==> src/common/saext_defines.vh <==
`ifndef SAEXT_DEFINES_VH
`define SAEXT_DEFINES_VH
`define SAEXT_STEPS_8      5'h08
`define SAEXT_STEPS_16     5'h10
`define SAEXT_MAX_RATE_HZ  32'h000003E8
`define SAEXT_CLK_HZ       32'h05F5E100
`define SAEXT_MIN_PERIOD   (`SAEXT_CLK_HZ / `SAEXT_MAX_RATE_HZ)
`define SAEXT_RESET_ADDR   4'h0
`endif

==> src/hdl/saext_sync.v <==
module saext_sync #(
  parameter W = 1
) (
  input  wire         clk,
  input  wire         rst,
  input  wire [W-1:0] din,
  output wire [W-1:0] dout
);
  reg [W-1:0] meta_q;
  reg [W-1:0] sync_q;
  always @(posedge clk or posedge rst) begin
    if (rst) begin
      meta_q <= {W{1'b0}};
      sync_q <= {W{1'b0}};
    end else begin
      meta_q <= din;
      sync_q <= meta_q;
    end
  end
  assign dout = sync_q;
endmodule

==> src/hdl/saext_top.v <==
`include "saext_defines.vh"
module saext_top #(
  parameter MIN_PERIOD = `SAEXT_MIN_PERIOD
) (
  input  wire       CLOCK,
  input  wire       SYS_RST,
  input  wire       STEP_CLK,
  input  wire       START_IN,
  input  wire       STOP_IN,
  input  wire       RESET_IN,
  input  wire       MODE_16,
  input  wire       OWN_SWITCH,
  input  wire       OWN_EXT,
  input  wire [3:0] FIRST_STEP,
  input  wire [3:0] LAST_STEP,
  output reg        STEP_ADDR_BIT0,
  output reg        STEP_ADDR_BIT1,
  output reg        STEP_ADDR_BIT2,
  output reg        UPPER_HALF_BIT,
  output reg        UPPER_HALF_LED,
  output reg        OWNER,
  output reg        RUNNING,
  output reg        RATE_OVER
);
  // ----------------------------------------
  // input synchronisers
  // ----------------------------------------
  wire [5:0] s;
  wire [8:0] cfg_s;
  saext_sync #(.W(6)) u_sync (
    .clk  (CLOCK),
    .rst  (SYS_RST),
    .din  ({STEP_CLK, START_IN, STOP_IN, RESET_IN, OWN_SWITCH, OWN_EXT}),
    .dout (s)
  );
  // switch levels are slow, but still come from outside the clock
  saext_sync #(.W(9)) u_sync_cfg (
    .clk  (CLOCK),
    .rst  (SYS_RST),
    .din  ({MODE_16, FIRST_STEP, LAST_STEP}),
    .dout (cfg_s)
  );
  wire       mode16    = cfg_s[8];
  wire [3:0] first_raw = cfg_s[7:4];
  wire [3:0] last_raw  = cfg_s[3:0];

  // ----------------------------------------
  // edge detection
  // ----------------------------------------
  // control pins idle low, so a zero reset gives no false edge
  reg  [3:0] prev_q;
  wire       clk_rise   = s[5] & ~prev_q[3];
  wire       start_rise = s[4] & ~prev_q[2];
  wire       stop_rise  = s[3] & ~prev_q[1];
  wire       rst_rise   = s[2] & ~prev_q[0];
  always @(posedge CLOCK or posedge SYS_RST) begin
    if (SYS_RST) begin
      prev_q <= 4'h0;
    end else begin
      prev_q <= s[5:2];
    end
  end

  // ----------------------------------------
  // range helpers
  // ----------------------------------------
  // fold a 0-based index into the active range
  function [3:0] clip;
    input [3:0] v;
    input       m16;
    begin
      clip = m16 ? v : {1'b0, v[2:0]};
    end
  endfunction

  wire [3:0] first_i = clip(first_raw, mode16);
  wire [3:0] last_i  = clip(last_raw, mode16);

  // ----------------------------------------
  // run state
  // ----------------------------------------
  localparam ST_STOPPED = 1'b0;
  localparam ST_RUN     = 1'b1;
  reg        run_q;
  reg        run_d;
  always @* begin
    run_d = run_q;
    case (run_q)
      ST_STOPPED: begin
        if (start_rise && !stop_rise)
          run_d = ST_RUN;
      end
      ST_RUN: begin
        if (stop_rise)
          run_d = ST_STOPPED;
      end
      default: begin
        run_d = ST_STOPPED;
      end
    endcase
  end
  always @(posedge CLOCK or posedge SYS_RST) begin
    if (SYS_RST) begin
      run_q <= ST_STOPPED;
    end else begin
      run_q <= run_d;
    end
  end

  // step edges are refused while stopped
  wire       step_take = clk_rise & run_q;

  // ----------------------------------------
  // reset arming
  // ----------------------------------------
  // a request in the cycle of a taken step wins, so it is never lost
  reg        arm_q;
  reg        arm_d;
  always @* begin
    arm_d = arm_q;
    if (step_take)
      arm_d = 1'b0;
    if (rst_rise)
      arm_d = 1'b1;
  end
  always @(posedge CLOCK or posedge SYS_RST) begin
    if (SYS_RST) begin
      arm_q <= 1'b0;
    end else begin
      arm_q <= arm_d;
    end
  end

  // ----------------------------------------
  // step position
  // ----------------------------------------
  reg  [3:0] pos_q;
  reg  [3:0] pos_d;
  always @* begin
    pos_d = pos_q;
    if (step_take) begin
      if (arm_q)
        pos_d = first_i;
      else if (last_i <= first_i)
        pos_d = first_i;
      else if (pos_q >= last_i || pos_q < first_i)
        pos_d = first_i;
      else
        pos_d = pos_q + 4'h1;
    end
    // upper half never reachable in 8-step mode
    if (!mode16)
      pos_d[3] = 1'b0;
  end
  always @(posedge CLOCK or posedge SYS_RST) begin
    if (SYS_RST) begin
      pos_q <= `SAEXT_RESET_ADDR;
    end else begin
      pos_q <= pos_d;
    end
  end

  // ----------------------------------------
  // step rate monitor
  // ----------------------------------------
  // faster steps than the rated limit are flagged, not refused
  localparam GAP_MAX = 32'hFFFFFFFF;
  reg [31:0] gap_q;
  reg [31:0] gap_d;
  reg        over_d;
  always @* begin
    gap_d  = gap_q;
    over_d = RATE_OVER;
    if (gap_q != GAP_MAX)
      gap_d = gap_q + 32'h1;
    if (clk_rise) begin
      over_d = (gap_q < MIN_PERIOD);
      gap_d  = 32'h0;
    end
  end
  always @(posedge CLOCK or posedge SYS_RST) begin
    if (SYS_RST) begin
      gap_q     <= 32'h0;
      RATE_OVER <= 1'b0;
    end else begin
      gap_q     <= gap_d;
      RATE_OVER <= over_d;
    end
  end

  // ----------------------------------------
  // address outputs
  // ----------------------------------------
  always @(posedge CLOCK or posedge SYS_RST) begin
    if (SYS_RST) begin
      STEP_ADDR_BIT0 <= 1'b0;
      STEP_ADDR_BIT1 <= 1'b0;
      STEP_ADDR_BIT2 <= 1'b0;
      UPPER_HALF_BIT <= 1'b0;
      UPPER_HALF_LED <= 1'b0;
    end else begin
      STEP_ADDR_BIT0 <= pos_q[0];
      STEP_ADDR_BIT1 <= pos_q[1];
      STEP_ADDR_BIT2 <= pos_q[2];
      UPPER_HALF_BIT <= mode16 & pos_q[3];
      UPPER_HALF_LED <= mode16 & pos_q[3];
    end
  end

  // ----------------------------------------
  // status outputs
  // ----------------------------------------
  always @(posedge CLOCK or posedge SYS_RST) begin
    if (SYS_RST) begin
      OWNER   <= 1'b0;
      RUNNING <= 1'b0;
    end else begin
      // low owner hands both slaves to the first slave's own controller
      OWNER   <= s[1] | s[0];
      RUNNING <= run_q;
    end
  end
endmodule

==> config.mk <==
export PLATFORM = sky130hd
export DESIGN_NAME = saext_top
export DESIGN_NICKNAME = d
export VERILOG_FILES = /design/src/hdl/saext_sync.v /design/src/hdl/saext_top.v
export VERILOG_INCLUDE_DIRS = /design/src /design/src/common
export SDC_FILE = /design/constraint.sdc
export NUM_CORES = 1
export LEC_CHECK = 0
export ABC_AREA = 0
export BUFFER_PORTS_ARGS = -buffer_cell sky130_fd_sc_hd__buf_2
export CORE_UTILIZATION = 49
export CTS_CLUSTER_SIZE = 28
export DETAILED_ROUTE_END_ITERATION = 10
export PLACE_DENSITY = 0.65
export SYNTH_ARGS = -nofsm -noshare
export SYNTH_HDL_FRONTEND = slang
export SYNTH_SLANG_ARGS = --single-unit
==> constraint.sdc <==
create_clock -name CLOCK -period 4.6 [get_ports CLOCK]
set_clock_uncertainty 0.15 [all_clocks]
set_input_delay 0.69 -clock CLOCK [delete_from_list [all_inputs] [get_ports CLOCK]]
set_output_delay 0.69 -clock CLOCK [all_outputs]
set_load 0.05 [all_outputs]
==> reports/summary.txt, run 1 <==
port bufs: 24
Ys Warns: 0
synth cell count leaders: 79 x dfrtp_1, 30 x nor2_1, 20 x nand2_1, 16 x a21oi_1, 16 x inv_1
area grow syn2layout: 10.39%
Mapped Avg Cell Area: 10.88 µm²
maximum VDD drop: 0.2902 mV
post-cts resize count: 0
Max Slew Vio Count: 0
critical path, cell by cell: nand4_1 > nor4_4 > nand2_1 > a31oi_1 > a41o_1
worst hold path type: reg -> reg
Die Area: 0.007672 mm²
CTS max path bufs: 2
row count: 30
Worst Path Required: 4.73 ns
diode count: 0
top-count cell post-synth: dfrtp_1
Relative slew margins: 47.66%
buffers inserted by post-CTS timing repair: 0
post-synth top area share: 55.07%
layout cells sized above 1: 14.93%
DP Area: 0.003752 mm²
fin area: 0.003963 mm²
largest net degree at the start of global routing: 42
Synth Cell Area: 0.003590 mm²
routed length per instance: 14.60 µm
Worst Hold Path EP: u_sync.dout[3]
DRC: 0
fraction of the yosys area taken by sequential cells: 55.07%
max cap viols: 0
clock sinks: 79
Slew @ Worst Pin: 0.7792 ns
worst skew pair latency: 0.36 ns
Die X: 87.59 µm
number of enable flip-flop cells after synthesis: 0
Starting Density: 51.69%
Setup violations, final: 0
r2r setup slk: 2.06 ns
Final TNS setup: 0 ns
Hold Crit Start: u_sync.meta_q[3]
ys async rst share: 100.0%
crit end category: register
top cells by area, synth: dfrtp_1 55%, ha_1 4.5%, xnor2_1 3.2%, nor2_1 3.1%, nand4_1 2.6%
Tot GR Track Use: 19.02%
post-route ant nets: 0
gr ovfl total: 0
initial antenna violation count: 0
Iter 0 DRT Violations: 130
Reg-to-Reg End: gap_q[17]
Worst Setup Path Type: reg -> reg
Routed WL: 6.583 mm
Synth Register Bits: 79
Netlist cell types: 47
post-synth top area cell: dfrtp_1
Placer Congestion: 0.8177
CTS root buffer: clkbuf_8
Die H: 87.59 µm
TritonCTS clock tree: built
Reg clk slew, reported paths: 0.10 ns
r2r worst-path depth: 5
Syn Nets: 360
CP Launch Type: register
Pre-antenna DRT Iters: 4
status: finished clean
CP peak stage delay: 0.75 ns
vias in the first global route: 2336
post-synthesis cell count: 330
final hold violation count: 0
Leak: 1.819 nW
RSZ-0062 raised after global routing: no
H-tree depth: 3
first-pass GRT wire length: 11.13 mm
CTS Buf Count: 9
Final period util: 55.15%
IO Count: 25
worst r2r src: gap_q[5]
crit path time final: 2.537 ns
HPWL after DPL: 4.480 mm
Worst EP arrival: 2.67 ns
hold_buf cts: 0
Core Area: 0.006944 mm²
routed vias: 2512
Hold Path Depth: 0
Synth Flop Type: dfrtp_1
vias per cell: 5.570
maximum clock frequency: 394.2 MHz
nets: 380
PwrDens: 380.8 mW/mm²
Slowest cell on crit path: nor4_4
Pwr Total: 1.509 mW
top fanout value on the critical path: 16
==> where the power goes <==
part	switching, mW	internal (mW)	total [mW]
combinational	0.119	0.0594	0.178
clock	0.285	0.264	0.549
sequential	0.0401	0.741	0.782
total	0.444	1.06	1.51
==> worst max-delay path by stage <==
stage	from	end	slack, ns	cells after the start
4_1_cts	gap_q[5]	gap_q[17]	2.09	5
2_1_floorplan	SYS_RST	OWNER	1.74	1
3_3_place_gp	gap_q[5]	gap_q[0]	2.19	5
3_5_place_dp	gap_q[5]	gap_q[17]	2.14	5
6_report	gap_q[5]	gap_q[17]	2.06	5
5_1_grt	gap_q[5]	gap_q[17]	1.84	5
==> area by class of cell <==
class                           instances  area [µm²]
Tap cell                               96       120.1
Clock buffer                            9       123.9
Clock inverter                          7       86.33
Inverter                               16       61.31
Sequential cell                        79        1977
Multi-Input combinational cell        217        1451
Fill cell                             595        2982
Timing Repair Buffer                   27       142.6
==> per-stage QoR <==
step	instances	hold WS, ns	setup slack (ns)	utilization [%]
2_1_floorplan	330	0.1812	1.737	-
3_3_place_gp	435	0.1829	2.193	54.04
3_5_place_dp	435	0.1847	2.140	54.04
4_1_cts	451	0.2066	2.093	57.06
5_1_grt	451	0.2123	1.836	57.06
6_report	451	0.2053	2.063	57.06
==> per-layer routing <==
metal / vias to the layer above / track usage (%) / part of all wire (%)
li1: 1235 / - / -
met1: 1209 / 26.57 / 48
met2: 57 / 28.48 / 46
met3: 11 / 4.807 / 4.0
met4: 0 / 7.899 / 1.5
met5: - / 0 / 0
==> flip-flops by register name, summed over array words and instances (netlist names) <==
signal and count:
u_sync.dout 6, u_sync.meta_q 6, u_sync_cfg.meta_q 9, STEP_ADDR_BIT0 1, arm_q 1, prev_q 4, RUNNING 1, RATE_OVER 1
STEP_ADDR_BIT2 1, OWNER 1, u_sync_cfg.dout 9, UPPER_HALF_LED 1, STEP_ADDR_BIT1 1, pos_q 4, run_q 1, gap_q 32
==> logic make-up (layout without fill, tap and decap cells) <==
kind of cell | count (synthesis) | count (layout) | synth area share (%)
AND/OR/NAND/NOR | 123 | 123 | 19.62
flip-flops | 79 | 79 | 55.07
AO/OA/AOI/OAI | 63 | 63 | 11.78
buffers and inverters | 34 | 59 | 4.566
XOR/XNOR | 17 | 17 | 4.148
adder cells (fa/ha/maj) | 13 | 13 | 4.531
multiplexers | 1 | 1 | 0.2789
==> critical path, delay by kind of cell (launching register included) <==
family          cells  cell delay (ns)
flops               1             0.45
simple gates        3             1.46
compound gates      2             0.40
==> cell usage in the layout, fill, tap and decap left out, types with 3 or more instances in the layout <==
cell type | Yosys | routed
nor3_1 | 5 | 5
a31oi_1 | 11 | 11
buf_2 | 4 | 24
inv_1 | 16 | 15
nor2_1 | 30 | 30
o211ai_1 | 5 | 5
and2_1 | 5 | 5
a21oi_1 | 16 | 16
nand4_1 | 15 | 15
inv_6 | 0 | 3
nand2_1 | 20 | 20
a211oi_1 | 6 | 6
o21ai_0 | 7 | 7
nand3_1 | 14 | 14
clkbuf_8 | 0 | 9
o31ai_1 | 4 | 4
nor2b_1 | 4 | 3
dfrtp_1 | 79 | 79
xor2_1 | 4 | 4
xnor2_1 | 13 | 13
nand4b_1 | 3 | 3
buf_4 | 6 | 3
and3_1 | 3 | 3
nor4_1 | 5 | 5
a41o_1 | 6 | 6
or4_1 | 4 | 4
ha_1 | 13 | 13
No activity file was read; power rests on OpenSTA's default activity.
==> run 2, diff against run 1 <==
Settings changed: ABC_AREA 0 to 1.
Clock period 4.6 ns to 2.51 ns, I/O delays scaled along.
==> reports/summary.txt, run 2 <==
Die X: 91.03 µm (+3.9%)
TritonCTS clock tree: built
status: finished clean
main combinational cell family by area after synthesis: simple AND/OR/NAND/NOR gates
Slew @ Worst Pin: 0.3942 ns (-0.3850 ns)
Final TNS setup: 0 ns (unchanged)
CTS root buffer: clkbuf_8
final hold violation count: 0 (unchanged)
nets: 554 (+46%)
HPWL after DPL: 6.098 mm (+36%)
number of enable flip-flop cells after synthesis: 0 (unchanged)
Hold Crit Start: u_sync.meta_q[5]
post-layout util: 58.46% (+1.4 points)
initial antenna violation count: 0 (unchanged)
post-synth top area cell: dfrtp_1
Reg-to-Reg End: gap_q[0]
Tot GR Track Use: 22.82% (+3.8 points)
CTS max path bufs: 2 (unchanged)
largest net degree at the start of global routing: 80 (+90%)
gr ovfl total: 0 (unchanged)
vias per cell: 5.014 (-10%)
post-synth top area share: 50.90% (-4.2 points)
Core Area: 0.007687 mm² (+11%)
CP Launch Type: register
Setup violations, final: 0 (unchanged)
clock sinks: 79 (unchanged)
post-route ant nets: 0 (unchanged)
Reg clk slew, reported paths: 0.09 ns (about the same)
Routed WL: 8.458 mm (+28%)
Iter 0 DRT Violations: 207 (+59%)
Netlist cell types: 30 (-36%)
worst skew pair latency: 0.37 ns (about the same)
fraction of the yosys area taken by sequential cells: 50.90% (-4.2 points)
max reg flops: 32 (unchanged)
top cells by area, synth: dfrtp_1 51%, nand2_1 13%, nand3_1 7.2%, inv_1 5.9%, nor2_1 4.9%
Synth Cell Area: 0.003884 mm² (+8.2%)
post-synthesis simple-gate area fraction: 31.99% (+12 points)
port bufs: 24 (unchanged)
Placer Congestion: 0.9826 (+20%)
critical path, cell by cell: ha_1 > nand3_2 > inv_2 > nand2_2 > nor2_4 > nand3_4 > o21ai_0
Worst Setup Path Type: reg -> reg
Max Slew Vio Count: 0 (unchanged)
Final period util: 82.95% (+28 points)
synth cell count leaders: 138 x nand2_1, 79 x dfrtp_1, 61 x inv_1, 56 x nand3_1, 51 x nor2_1
routed vias: 3164 (+26%)
Pre-antenna DRT Iters: 4 (unchanged)
Final Worst Setup Slack: 0.4280 ns (-1.635 ns)
top fanout value on the critical path: 32 (+16)
worst r2r src: gap_q[0]
r2r setup slk: 0.43 ns (-1.64 ns)
RSZ-0062 raised after global routing: no
area grow syn2layout: 15.72%
most frequent cells in the layout: 138 x nand2_1, 79 x dfrtp_1, 60 x inv_1, 56 x nand3_1, 51 x nor2_1
Worst Hold Path EP: u_sync.dout[5]
CTS Buf Count: 9 (unchanged)
xor/xnor share of the synthesized area: 0.4510% (-3.7 points)
Mapped Avg Cell Area: 8.159 µm² (-25%)
row count: 32 (+6.7%)
post-synthesis cell count: 476 (+44%)
Syn Nets: 506 (+41%)
Hold Path Depth: 0 (unchanged)
Die H: 91.03 µm (+3.9%)
maximum VDD drop: 0.3425 mV (+18%)
ys async rst share: 100.0% (unchanged)
diode count: 0 (unchanged)
Die Area: 0.008286 mm² (+8.0%)
Compound-Gate Fraction of Synth Area: 4.607% (-7.2 points)
area share of fa/ha/maj cells after synthesis: 4.188% (-0.34 points)
largest reg by FF count: gap_q
max cap viols: 0 (unchanged)
layout cells sized above 1: 12.10% (-2.8 points)
Synth Flop Type: dfrtp_1
maximum clock frequency: 480.3 MHz (+22%)
Place WS: 0.4389 ns (-1.701 ns)
top-count cell post-synth: nand2_1
IO Count: 25 (unchanged)
crit path time final: 2.082 ns (-0.4549 ns)
Fill cells: 726 (+22%)
Starting Density: 50.52% (-1.2 points)
WP buf/inv: 1 (+1)
Ys Warns: 0 (unchanged)
WHS: 0.2043 ns (-0.001038 ns)
DRC: 0 (unchanged)
first-pass GRT wire length: 14.77 mm (+33%)
Relative slew margins: 73.72% (+26 points)
worst hold path type: reg -> reg
Worst EP arrival: 2.20 ns (-0.47 ns)
buffers inserted by post-CTS timing repair: 0 (unchanged)
CP peak stage delay: 0.42 ns (-0.33 ns)
r2r worst-path depth: 7 (+2)
PwrDens: 637.4 mW/mm² (+67%)
family with the most delay on the worst path: simple AND/OR/NAND/NOR gates
most common cell after layout, fill and taps aside: nand2_1
multiplexer area fraction after synthesis: 0% (-0.28 points)
Worst Path Required: 2.63 ns (-2.10 ns)
crit end category: register
Slowest cell on crit path: dfrtp_1
Leak: 2.281 nW (+25%)
H-tree depth: 3 (unchanged)
Synth Register Bits: 79 (unchanged)
vias in the first global route: 3100 (+33%)
routed length per instance: 13.40 µm (-8.2%)
[run 2: power by group]
| group | leakage [nW] | internal [mW] | total (mW) | switching (mW) |
|---|---|---|---|---|
| Combinational | 1.17 | 0.141 | 0.402 | 0.261 |
| Clock | 0.113 | 0.496 | 1.04 | 0.542 |
| Sequential | 0.996 | 1.35 | 1.42 | 0.0702 |
| Total | 2.28 | 1.99 | 2.86 | 0.873 |
[run 2: cell families (layout without fill, tap and decap cells)]
group / count (synthesis) / in the layout
XOR/XNOR: 2 / 2
AO/OA/AOI/OAI: 31 / 31
flip-flops: 79 / 79
buffers and inverters: 71 / 124
adder cells (fa/ha/maj): 13 / 13
AND/OR/NAND/NOR: 280 / 280
[run 2: final cells by class]
cell class | count | area (µm²) | area share [%]
clock buffers | 9 | 123.9 | 2.756
clock inverters | 7 | 97.59 | 2.171
inverters | 64 | 244.0 | 5.429
multi-input cells | 326 | 1602 | 35.63
flip-flops and latches | 79 | 1977 | 43.99
well taps | 102 | 127.6 | 2.840
repair buffers | 44 | 322.8 | 7.183
[run 2: per-layer routing]
layer	part of all wire (%)	global-route usage, %	vias to the layer above
li1	-	-	1607
met1	48	32.11	1465
met2	45	34.91	79
met3	4.5	4.774	13
met4	1.9	8.333	0
met5	0	0	-
[run 2: metrics by stage]
step,power (mW),area [µm²],cells
after detailed placement,1.831,4113,599
after global routing,3.015,4494,631
after floorplan,1.723,3887,476
after global placement,1.816,4113,599
after CTS,2.902,4494,631
final,2.865,4494,631
[run 2: timing repair]
item | 4_1_cts | 5_1_grt
resized for setup | 0 | 0
endpoints found under the hold margin | 76 | 0
hold buffers | 16 | 0
[run 2: worst max path at each step]
stage                                  start       end  slack (ns)  cells past startpoint
final                               gap_q[0]  gap_q[0]        0.43                      7
after global routing                gap_q[0]  gap_q[0]        0.20                      7
after CTS                           gap_q[0]  gap_q[1]        0.42                      7
after detailed placement            gap_q[0]  gap_q[1]        0.44                      7
after global placement              gap_q[0]  gap_q[0]        0.56                      7
after floorplan           u_sync_cfg.dout[8]  pos_q[2]        0.78                     12
[run 2: worst register-to-register path, cell delays in order (launching register included)]
cell	delay [ns]
dfrtp_1	0.42
ha_1	0.33
nand3_2	0.14
inv_2	0.11
nand2_2	0.09
nor2_4	0.16
nand3_4	0.33
o21ai_0	0.27
==> run 3, diff against run 2 <==
Settings changed: ABC_AREA 1 to 0, PLACE_DENSITY 0.65 to 0.67.
Clock period 2.51 ns to 1.7 ns, I/O delays scaled along.
==> reports/summary.txt, run 3 (synthesis results as in run 1) <==
diode count: 0 (unchanged)
Place WS: -0.2232 ns (-0.6621 ns)
max cap viols: 0 (unchanged)
crit end category: register
vias in the first global route: 3067 (-1.1%)
CTS Buf Count: 9 (unchanged)
Reg clk slew, reported paths: 0.10 ns (about the same)
routed length per instance: 15.77 µm (+18%)
max reg flops: 32 (unchanged)
Final Worst Setup Slack: -0.2304 ns (-0.6583 ns)
TritonCTS clock tree: built
critical path, cell by cell: ha_2 > nand4_1 > nor4_4 > buf_4 > nor3b_2 > xnor2_1 > nor2_1
CTS root buffer: clkbuf_8
maximum clock frequency: 518.0 MHz (+7.9%)
Die X: 87.59 µm (-3.8%)
crit path time final: 1.930 ns (-0.1517 ns)
Starting Density: 51.69% (+1.2 points)
DP Area: 0.004425 mm² (+7.6%)
gr ovfl total: 0 (unchanged)
row count: 30 (-6.3%)
r2r worst-path depth: 7 (unchanged)
top fanout value on the critical path: 6 (-81%)
layout cells sized above 1: 43.72% (+32 points)
PwrDens: 824.2 mW/mm² (+29%)
routed vias: 3046 (-3.7%)
worst skew pair latency: 0.36 ns (about the same)
Crit path depth: 7 (unchanged)
maximum VDD drop: 0.8291 mV (+140%)
HPWL after DPL: 5.474 mm (-10%)
Routed WL: 8.802 mm (+4.1%)
fin area: 0.005279 mm² (+17%)
CP peak stage delay: 0.39 ns (-0.03 ns)
Hold Path Depth: 0 (unchanged)
post-layout util: 76.02% (+18 points)
Tot GR Track Use: 25.04% (+2.2 points)
Relative slew margins: 66.49% (-7.2 points)
Core Area: 0.006944 mm² (-9.7%)
Fill cells: 448 (-38%)
WP buf/inv: 1 (unchanged)
CTS max path bufs: 2 (unchanged)
failing checks: negative setup slack
most frequent cells in the layout: 79 x dfrtp_1, 79 x buf_4, 28 x nor2_1, 24 x buf_2
H-tree depth: 3 (unchanged)
area grow syn2layout: 47.05%
Slowest cell on crit path: nor4_4
Leak: 2.479 nW (+8.7%)
post-route ant nets: 0 (unchanged)
Max Slew Vio Count: 0 (unchanged)
RSZ-0062 raised after global routing: yes
vias per cell: 5.459 (+8.9%)
port bufs: 24 (unchanged)
largest reg by FF count: gap_q
Die H: 87.59 µm (-3.8%)
Worst Setup Path Type: reg -> reg
Final period util: 113.6% (+31 points)
Die Area: 0.007672 mm² (-7.4%)
nets: 487 (-12%)
largest net degree at the start of global routing: 80 (unchanged)
IO Count: 25 (unchanged)
CP Launch Type: register
DRC: 0 (unchanged)
final hold violation count: 0 (unchanged)
family with the most delay on the worst path: simple AND/OR/NAND/NOR gates
worst hold path type: reg -> reg
Worst Path Required: 1.79 ns (-0.84 ns)
Pre-antenna DRT Iters: 4 (unchanged)
Worst EP arrival: 2.02 ns (-0.18 ns)
status: finished, violations left
Iter 0 DRT Violations: 116 (-44%)
clock sinks: 79 (unchanged)
Placer Congestion: 0.8101 (-18%)
Slew @ Worst Pin: 0.5027 ns (+0.1085 ns)
first-pass GRT wire length: 14.28 mm (-3.3%)
initial antenna violation count: 0 (unchanged)
Setup violations, final: 33 (+33)
[run 3: cell types whose count changed in the layout (fill, tap and decap cells not counted), sizes merged, moves of 12 or more]
| cell | previous run | this run |
|---|---|---|
| nor2 | 54 | 30 |
| nand3 | 58 | 14 |
| nand2 | 142 | 20 |
| inv | 68 | 20 |
| xnor2 | 1 | 13 |
| buf | 28 | 118 |
| nand4 | 5 | 17 |
[run 3: layout make-up]
type                    count  area, µm²  area share, %
clock inverters             7      86.33          1.635
multi-input cells         217       1844          34.94
flip-flops and latches     79       1977          37.45
clock buffers               9      123.9          2.347
repair buffers            134       1064          20.15
inverters                  16      63.81          1.209
well taps                  96      120.1          2.275
[run 3: report_power, final]
group	switching, mW	internal (mW)
clock network	0.771	0.714
logic	0.460	0.334
registers	0.0661	2.01
total	1.30	3.05
[run 3: through the flow]
stage          instances  setup TNS [ns]  hold WS (ns)  total power [mW]
4_1_cts              548          -4.522        0.2047             4.345
3_3_place_gp         508          -2.763        0.1826             2.771
6_report             558          -4.692        0.2002             4.351
2_1_floorplan        330          -2.325        0.1364             2.537
5_1_grt              558          -7.848        0.2080             4.569
3_5_place_dp         508          -3.966        0.1847             2.806
[run 3: metal layers]
| metal | part of all wire [%] | vias up | track usage [%] |
|---|---|---|---|
| met5 | 0 | - | 0 |
| met4 | 2.0 | 0 | 9.240 |
| met1 | 42 | 1502 | 31.30 |
| li1 | - | 1452 | - |
| met2 | 52 | 70 | 41.69 |
| met3 | 3.9 | 22 | 7.069 |
[run 3: final timing paths]
| kind | start | to | slack (ns) |
|---|---|---|---|
| max | gap_q[1] | gap_q[20] | -0.23 |
| min | u_sync_cfg.meta_q[6] | u_sync_cfg.dout[6] | 0.20 |
| max reg2reg | gap_q[1] | gap_q[20] | -0.23 |
| min reg2reg | u_sync_cfg.meta_q[6] | u_sync_cfg.dout[6] | 0.20 |
| max in group asynchronous | SYS_RST | gap_q[16] | 0.68 |
| min in group asynchronous | SYS_RST | OWNER | 0.41 |
[run 3: what timing repair did]
item | in CTS | in global routing
setup endpoints to repair | 33 | 37
gates cloned | 2 | 0
setup buffers | 6 | 11
gates resized for setup | 17 | 57
pin swaps | 14 | 36
hold buffers | 16 | 0
endpoints found under the hold margin | 94 | 0
